===== config.mk =====
export PLATFORM = sky130hd
export DESIGN_NAME = dog_timer
export DESIGN_NICKNAME = d
export VERILOG_FILES = /design/src/rtl/dog_timer_pkg.sv /design/src/rtl/dog_tick_if.sv /design/src/rtl/dog_counter.sv /design/src/rtl/dog_timer.sv
export SDC_FILE = /design/constraint.sdc
export NUM_CORES = 1
export LEC_CHECK = 0
export BUFFER_PORTS_ARGS = -buffer_cell sky130_fd_sc_hd__buf_2
export CORE_MARGIN = 3
export CORE_UTILIZATION = 40
export CTS_BUF_LIST = sky130_fd_sc_hd__clkbuf_2
export DETAILED_ROUTE_END_ITERATION = 10
export HOLD_SLACK_MARGIN = 0.12
export RECOVER_POWER = 50
export SYNTH_ARGS = -nofsm -noshare
export SYNTH_HDL_FRONTEND = slang
export SYNTH_SLANG_ARGS = --single-unit
export TNS_END_PERCENT = 30

===== constraint.sdc =====
create_clock -name pclk -period 7.25 [get_ports pclk]
set_input_delay 0.3625 -clock pclk [delete_from_list [all_inputs] [get_ports pclk]]
set_output_delay 0.3625 -clock pclk [all_outputs]
set_load 0.1 [all_outputs]

===== src/rtl/dog_timer_pkg.sv =====
// Package with register map, field layout, reset values and timing constants
// What this block does
// RC clock taps give 5/15/25/100 ms minimum
// Crystal taps give 256/512/1024/4096 periods
// Select bits reset to code 01
// Small variant fixed at 1024 periods
// Software writes 01 into select on small variant
// Halt bit one keeps counting in HALT
// Stop bit one keeps counting in STOP
// Software picks RC for STOP unless combined case
// Stop and source bits: crystal drives dog only
// Source bit picks RC or crystal pin
// Upper three mode bits reserved, no effect
// Refresh enables then restarts; terminal count resets
// Enabled dog cannot be disabled until reset
// Mode writes accepted only first 64 cycles; code also reopens the 64-cycle window on recover
// Mode register write-only, reads give nothing
// Refresh clears counter; compare uses current tap
package dog_timer_pkg;

    // APB byte addresses; the mode register keeps its index, one aligned word per index
    localparam logic [11:0] IDX_MODE        = 12'h00f;
    localparam logic [11:0] ADDR_MODE       = {IDX_MODE[9:0], 2'b00};
    localparam logic [11:0] ADDR_CTRL       = 12'h010;
    localparam logic [11:0] ADDR_STATUS     = 12'h014;
    localparam logic [11:0] ADDR_IRQ_STATUS = 12'h018;
    localparam logic [11:0] ADDR_IRQ_ENABLE = 12'h01c;
    localparam logic [11:0] ADDR_IRQ_CLEAR  = 12'h020;

    // Mode register fields
    localparam int SEL_LSB    = 0;
    localparam int HALT_BIT   = 2;
    localparam int STOP_BIT   = 3;
    localparam int SRC_BIT    = 4;
    localparam logic [7:0] MODE_RESET = 8'h0d;

    // Control register fields
    localparam int CTRL_REFRESH = 0;
    localparam int CTRL_HALT    = 1;
    localparam int CTRL_STOP    = 2;
    localparam int CTRL_RECOVER = 3;

    // Interrupt event bits
    localparam int EV_TIMEOUT = 0;
    localparam int EV_LOCKED  = 1;
    localparam int EV_REJECT  = 2;
    localparam int EV_W       = 3;

    localparam int unsigned WINDOW_CYCLES = 64;
    localparam int unsigned CNT_W         = 12;

    // RC oscillator nominal rate and tap times
    localparam int unsigned RC_HZ     = 1_000_000;
    localparam int unsigned T_SEL0_MS = 5;
    localparam int unsigned T_SEL1_MS = 15;
    localparam int unsigned T_SEL2_MS = 25;
    localparam int unsigned T_SEL3_MS = 100;
    localparam int unsigned RC_TICK_PER_MS = RC_HZ / 1000;

    // Crystal period counts
    localparam logic [CNT_W-1:0] XT_SEL0  = 12'h0100;
    localparam logic [CNT_W-1:0] XT_SEL1  = 12'h0200;
    localparam logic [CNT_W-1:0] XT_SEL2  = 12'h0400;
    localparam logic [CNT_W-1:0] XT_FIXED = 12'h0400;

    typedef enum logic [2:0] {
        ST_IDLE  = 3'b001,
        ST_RUN   = 3'b010,
        ST_FIRED = 3'b100
    } dog_state_t;

endpackage : dog_timer_pkg


===== src/rtl/dog_tick_if.sv =====
// Interface carrying counter ticks and timeout between top and counter
`timescale 1ns/1ps
`default_nettype none
interface dog_tick_if;
    logic        tick;
    logic        clear;
    logic [1:0]  sel;
    logic        use_xtal;
    logic        small_variant;
    logic        expired;
    modport ctrl (output tick, output clear, output sel, output use_xtal, output small_variant, input expired);
    modport cnt  (input tick, input clear, input sel, input use_xtal, input small_variant, output expired);
endinterface : dog_tick_if
`default_nettype wire


===== src/rtl/dog_counter.sv =====
// Watchdog counter with tap compare
`timescale 1ns/1ps
`default_nettype none
module dog_counter
    import dog_timer_pkg::*;
#(
    parameter int unsigned RC_DIV = 20
) (
    // Clock and reset
    input  wire logic pclk,
    input  wire logic presetn,
    // Control side
    dog_tick_if.cnt   tk
);
    localparam logic [19:0] LIM0 = 20'(T_SEL0_MS * RC_TICK_PER_MS);
    localparam logic [19:0] LIM1 = 20'(T_SEL1_MS * RC_TICK_PER_MS);
    localparam logic [19:0] LIM2 = 20'(T_SEL2_MS * RC_TICK_PER_MS);
    localparam logic [19:0] LIM3 = 20'(T_SEL3_MS * RC_TICK_PER_MS);

    logic [19:0] cnt_q;
    logic [19:0] limit;

    // Terminal value from the tap currently selected
    function automatic logic [19:0] tap_limit(input logic [1:0] s, input logic xt, input logic sm);
        logic [19:0] r;
        r = 20'h0_0000;
        if (sm) begin
            r = {8'h00, XT_FIXED};
        end else if (xt) begin
            unique case (s)
                2'b00: r = {8'h00, XT_SEL0};
                2'b01: r = {8'h00, XT_SEL1};
                2'b10: r = {8'h00, XT_SEL2};
                2'b11: r = 20'h0_1000;
            endcase
        end else begin
            unique case (s)
                2'b00: r = LIM0;
                2'b01: r = LIM1;
                2'b10: r = LIM2;
                2'b11: r = LIM3;
            endcase
        end
        return r;
    endfunction : tap_limit

    assign limit = tap_limit(tk.sel, tk.use_xtal, tk.small_variant);

    // Count ticks, cleared by refresh; sticks at limit
    always_ff @(posedge pclk or negedge presetn) begin
        if (!presetn) begin
            cnt_q <= 20'h0_0000;
        end else if (tk.clear) begin
            cnt_q <= 20'h0_0000;
        end else if (tk.tick && cnt_q < limit) begin
            cnt_q <= cnt_q + 20'h0_0001;
        end
    end

    assign tk.expired = (cnt_q >= limit);
endmodule : dog_counter
`default_nettype wire


===== src/rtl/dog_timer.sv =====
// Watchdog timer with mode register behind APB
//
// Added by the designer: register access over APB and the placing of the registers.
`timescale 1ns/1ps
`default_nettype none
module dog_timer
    import dog_timer_pkg::*;
#(
    parameter int unsigned RC_DIV = 20,
    parameter bit          SMALL  = 1'b0
) (
    // Clock and reset
    input  wire logic        pclk,
    input  wire logic        presetn,
    // APB slave
    input  wire logic        psel,
    input  wire logic        penable,
    input  wire logic        pwrite,
    input  wire logic [11:0] paddr,
    input  wire logic [31:0] pwdata,
    output logic [31:0]      prdata,
    output logic             pready,
    output logic             pslverr,
    // Crystal pin sampled as a clock-rate level
    input  wire logic        crystal_input_pin,
    // Device reset and interrupt
    output logic             dog_reset_req,
    output logic             irq
);
    dog_tick_if tk ();

    logic [7:0]      mode_q;
    logic [6:0]      win_q;
    logic            open_q;
    logic            halt_q, stop_q;
    logic            xtal_prev_q;
    logic [7:0]      rc_div_q;
    logic            rc_tick;
    logic            xtal_tick;
    logic            run_en;
    dog_state_t      st_q;
    logic [EV_W-1:0] ev_q, en_q, ev_set;
    logic            wr, rd, refresh, recover;

    assign wr = psel && penable && pwrite;
    assign rd = psel && penable && !pwrite;
    assign pready = 1'b1;
    assign refresh = wr && paddr == ADDR_CTRL && pwdata[CTRL_REFRESH];
    assign recover = wr && paddr == ADDR_CTRL && pwdata[CTRL_RECOVER];

    // Unmapped addresses answer with an error
    always_comb begin
        unique case (paddr)
            ADDR_MODE, ADDR_CTRL, ADDR_STATUS, ADDR_IRQ_STATUS, ADDR_IRQ_ENABLE, ADDR_IRQ_CLEAR: pslverr = 1'b0;
            default: pslverr = psel && penable;
        endcase
    end

    // Write window of 64 cycles after reset or stop recovery
    always_ff @(posedge pclk or negedge presetn) begin
        if (!presetn) begin
            win_q  <= 7'h00;
            open_q <= 1'b1;
        end else if (recover) begin
            win_q  <= 7'h00;
            open_q <= 1'b1;
        end else if (open_q) begin
            win_q <= win_q + 7'h01;
            if (win_q == 7'(WINDOW_CYCLES - 1)) begin
                open_q <= 1'b0;
            end
        end
    end

    // Mode register; select bits fixed on the small variant
    always_ff @(posedge pclk or negedge presetn) begin
        if (!presetn) begin
            mode_q <= MODE_RESET;
        end else if (wr && paddr == ADDR_MODE && open_q) begin
            mode_q[SRC_BIT:HALT_BIT] <= pwdata[SRC_BIT:HALT_BIT];
            if (!SMALL) begin
                mode_q[1:0] <= pwdata[1:0];
            end
        end
    end

    // Low-power mode flags driven by software
    always_ff @(posedge pclk or negedge presetn) begin
        if (!presetn) begin
            halt_q <= 1'b0;
            stop_q <= 1'b0;
        end else if (wr && paddr == ADDR_CTRL) begin
            halt_q <= pwdata[CTRL_HALT];
            stop_q <= pwdata[CTRL_STOP] && !pwdata[CTRL_RECOVER];
        end
    end

    // RC tick divider and crystal edge detect
    always_ff @(posedge pclk or negedge presetn) begin
        if (!presetn) begin
            rc_div_q    <= 8'h00;
            xtal_prev_q <= 1'b0;
        end else begin
            xtal_prev_q <= crystal_input_pin;
            rc_div_q    <= rc_tick ? 8'h00 : rc_div_q + 8'h01;
        end
    end
    assign rc_tick   = rc_div_q == 8'(RC_DIV - 1);
    assign xtal_tick = crystal_input_pin && !xtal_prev_q;

    // Suspend in HALT or STOP unless the activity bit is set; reserved bits ignored
    always_comb begin
        run_en = 1'b1;
        if (halt_q && !mode_q[HALT_BIT]) run_en = 1'b0;
        if (stop_q && !mode_q[STOP_BIT]) run_en = 1'b0;
    end

    // Crystal pin clocks the dog when selected; in STOP only while the stop bit is set
    assign tk.use_xtal      = mode_q[SRC_BIT];
    assign tk.tick          = st_q == ST_RUN && run_en && (mode_q[SRC_BIT] ? xtal_tick : rc_tick);
    assign tk.sel           = mode_q[1:0];
    assign tk.small_variant = SMALL;
    assign tk.clear         = refresh;

    // One-shot state; enabled dog is never disabled
    always_ff @(posedge pclk or negedge presetn) begin
        if (!presetn) begin
            st_q <= ST_IDLE;
        end else begin
            unique case (st_q)
                ST_IDLE:  if (refresh) st_q <= ST_RUN;
                ST_RUN:   if (tk.expired && !refresh) st_q <= ST_FIRED;
                ST_FIRED: st_q <= ST_FIRED;
                default:  st_q <= ST_IDLE;
            endcase
        end
    end

    // Device reset request held after terminal count
    always_ff @(posedge pclk or negedge presetn) begin
        if (!presetn) begin
            dog_reset_req <= 1'b0;
        end else if (st_q == ST_RUN && tk.expired && !refresh) begin
            dog_reset_req <= 1'b1;
        end
    end

    // Sticky events; set wins over clear
    always_comb begin
        ev_set = '0;
        ev_set[EV_TIMEOUT] = st_q == ST_RUN && tk.expired && !refresh;
        ev_set[EV_LOCKED]  = open_q && win_q == 7'(WINDOW_CYCLES - 1) && !recover;
        ev_set[EV_REJECT]  = wr && paddr == ADDR_MODE && !open_q;
    end

    always_ff @(posedge pclk or negedge presetn) begin
        if (!presetn) begin
            ev_q <= '0;
            en_q <= '0;
        end else begin
            if (wr && paddr == ADDR_IRQ_ENABLE) en_q <= pwdata[EV_W-1:0];
            ev_q <= ev_set | (ev_q & ~((wr && paddr == ADDR_IRQ_CLEAR) ? pwdata[EV_W-1:0] : '0));
        end
    end

    // Interrupt level output
    always_ff @(posedge pclk or negedge presetn) begin
        if (!presetn) irq <= 1'b0;
        else irq <= |(ev_q & en_q);
    end

    // Read data; the mode register reads as zero
    always_comb begin
        prdata = 32'h0000_0000;
        if (rd) begin
            unique case (paddr)
                ADDR_STATUS:     prdata = {28'h000_0000, open_q, st_q == ST_FIRED, st_q == ST_RUN, run_en};
                ADDR_IRQ_STATUS: prdata = {29'h0000_0000, ev_q};
                ADDR_IRQ_ENABLE: prdata = {29'h0000_0000, en_q};
                default:         prdata = 32'h0000_0000;
            endcase
        end
    end

    dog_counter #(.RC_DIV(RC_DIV)) u_cnt (
        .pclk    (pclk),
        .presetn (presetn),
        .tk      (tk)
    );
endmodule : dog_timer
`default_nettype wire


==> results.toml <==
[status]
status = "complete, but fails checks"
violations = "capacitance limit, slew limit"

[place]
dp.cells = 512
routabilityCongestion = 0.8617
dp_hpwl_mm = 5.577
portBuffers = 29

[setup_path]
worst_path_max_delay_cell = "a211oi_1"
critPathRequiredTime_ns = 7.65
critical_path_buf_inv_count = 1
end_kind = "register"
arrival_ns = 3.73
crit_path_cell_trace = "inv_1 -> ha_1 -> or3_1 -> o21ai_0 -> ha_1 -> nand4_1 -> nor4_4 -> a211oi_1 -> nand3_1 -> a31o_2"
crit_type = "reg2reg"
start_kind = "register"
cpLargestDelayFamily = "compound AO/OA/AOI/OAI gates"
crit_path_frequent_cell = "ha_1"
crit_fanout = 7
max_stage_delay_ns = 0.78

[floorplanning]
rows = 34
pin_count = 86
die_x_um = 102.3
die_h_um = 102.3
core-area_mm2 = 0.008848
die_area_mm2 = 0.01046
initial_core_util = 0.4188

[logic_synthesis]
yosys-top-cells-area = "dfrtp_1, ha_1, buf_4"
yosys.area.top_type_share = 0.3376
synthCells = 388
ys_warn_count = 0
ys.flop_type = "dfrtp_1"
ys_seq_area_frac = 0.3731
synthDistinctLibCells = 62
synth_edf_count = 0
syn_area_per_cell_um2 = 9.552
synth_seq_cells = 55
synth_area_mm2 = 0.003706
async_flop_share = 1.000
synth_top_cell_by_area = "dfrtp_1"

[cts]
clk_pin_slew_worst_paths_ns = 0.32
cts_tree = "built"
cts.sinks = 55
clk_latency_ns = 0.48
numCtsBuffers = 5
cts.path.max_buffers = 2
postCtsSetupBuffers = 0
htreeDepth = 2
root_buffer = "clkbuf_2"

[power]
power.density_mw_per_mm2 = 163.9
p_leak_nw = 1.772
ir_drop_mv = 0.1180

[route]
wl_mm = 7.673
vias = 2813
first_iter_violations = 109
vias_per_cell = 5.338
drcViolationCount = 0
antenna_left = 0
dr.pass1.iters = 4
routedWlPerCell_um = 14.56

[global_routing]
met1_usage = 0.2062
use_met3 = 0.02799
grt_usage = 0.1476
antenna_found_initial = 0
met2_usage = 0.2399
grt_start_max_net_pins = 56
grt-ovfl-total = 0
grt_first_pass_wirelength_mm = 12.36
busiest_layer = "met2"
grt_pass1_vias = 2547

[timing]
grt_setup_unrepaired = "false"
setup_violations = 0
fin_skew_ns = 0.02442
fmax_ghz = 0.2999
max_slew.worst_pin.slew_ns = 2.990
finalMaxSlewViolations = 56
relSlewSlack = -0.9935
finalCritPeriodShare = 0.4599
timing.final.crit_period_ns = 3.335
hold_viol = 0
finalSetupTns_ns = 0

[layout]
area_growth_pct = 5.571
final_common_cell = "dfrtp_1"
final_cells = 527
fill_cells = 852
antennaDiodeCount = 0
final_cell_mix = "dfrtp_1, nand2_1, conb_1"
nNetsFinal = 491
drive_gt1_frac = 0.1623

[hold_path]
worstHoldPathType = "in2reg"

[run]
maxCapViolCount = 1
cells by family (layout without fill, tap and decap cells):
kind of cell	count (synthesis)	count (layout)	synth area share
AND/OR/NAND/NOR	174	174	0.2752
other	2	29	0.002026
flip-flops	55	55	0.3731
XOR/XNOR	11	11	0.02600
adder cells (fa/ha/maj)	23	23	0.07765
buffers and inverters	54	58	0.09419
multiplexers	20	20	0.05604
AO/OA/AOI/OAI	49	49	0.09588
path summary, 6_finish.rpt:
check,slack (ns),to,cells past startpoint,startpoint
max reg2reg,3.92,st_q[2],10,mode_q[0]
min,0.21,halt_q,4,paddr[5]
min reg2reg,0.51,dog_reset_req,1,dog_reset_req
max,3.92,st_q[2],10,mode_q[0]
max in group asynchronous,4.18,st_q[2],3,presetn
min in group asynchronous,1.44,ev_q[0],3,presetn
layout make-up:
cell class	count	area, µm²	share of cell area
multi-input cells	306	2076	0.5305
clock buffers	5	25.02	0.006396
clock inverters	3	27.53	0.007036
well taps	108	135.1	0.03454
inverters	13	48.80	0.01247
flip-flops and latches	55	1383	0.3534
repair buffers	37	217.7	0.05564
sequential cells by signal, summed over array words and instances (netlist names):
register / cells
rc_div_q: 8
u_cnt.cnt_q: 20
irq: 1
mode_q: 5
win_q: 7
st_q: 3
en_q: 3
dog_reset_req: 1
open_q: 1
halt_q: 1
xtal_prev_q: 1
stop_q: 1
ev_q: 3
cells in the mapped netlist (all sizes together), types with 6 or more instances:
cell and number:
nand3 13, clkbuf 6, nor3 9, inv 13, and2 9, xnor2 6, nor2 26, ha 23
buf 35, a21oi 11, dfrtp 50, nand2 46, o21ai 12, nand2b 15, nand4 19, nor4 16
mux2 6, mux2i 14
worst min-delay path, cell delays in order:
cell and delay [ns]:
buf_2 0.10, nor4_1 0.09, nand2_1 0.07, o21ai_0 0.07
metrics by stage:
stage          cell area, µm²  setup WS [ns]  hold slack [ns]    util  power, mW
5_1_grt                  3913          3.605           0.1931  0.4422     0.6807
6_report                 3913          3.915           0.2112  0.4422     0.6413
3_5_place_dp             3795          3.969           0.4595  0.4289     0.5064
3_3_place_gp             3795          4.047           0.4532  0.4289     0.5032
2_1_floorplan            3807          3.640          0.06691       -     0.4908
4_1_cts                  3918          3.953           0.1823  0.4427     0.6513
repair_timing:
item                                   CTS  global route
gates resized for setup                  0             0
hold buffers                             7             0
endpoints found under the hold margin   59             0
layer usage:
layer / vias up / routed length, µm
met5: - / 0
met4: 0 / 93
met3: 9 / 308
met2: 61 / 3635
met1: 1360 / 3636
li1: 1383 / -
power breakdown:
group | switching [mW] | internal [mW] | total [mW] | leakage [nW]
clock | 0.110 | 0.0278 | 0.138 | 0.0315
sequential | 0.0227 | 0.332 | 0.355 | 0.693
combinational | 0.112 | 0.0373 | 0.149 | 1.05
total | 0.244 | 0.397 | 0.641 | 1.77
Power figures use the tool's default switching activity.
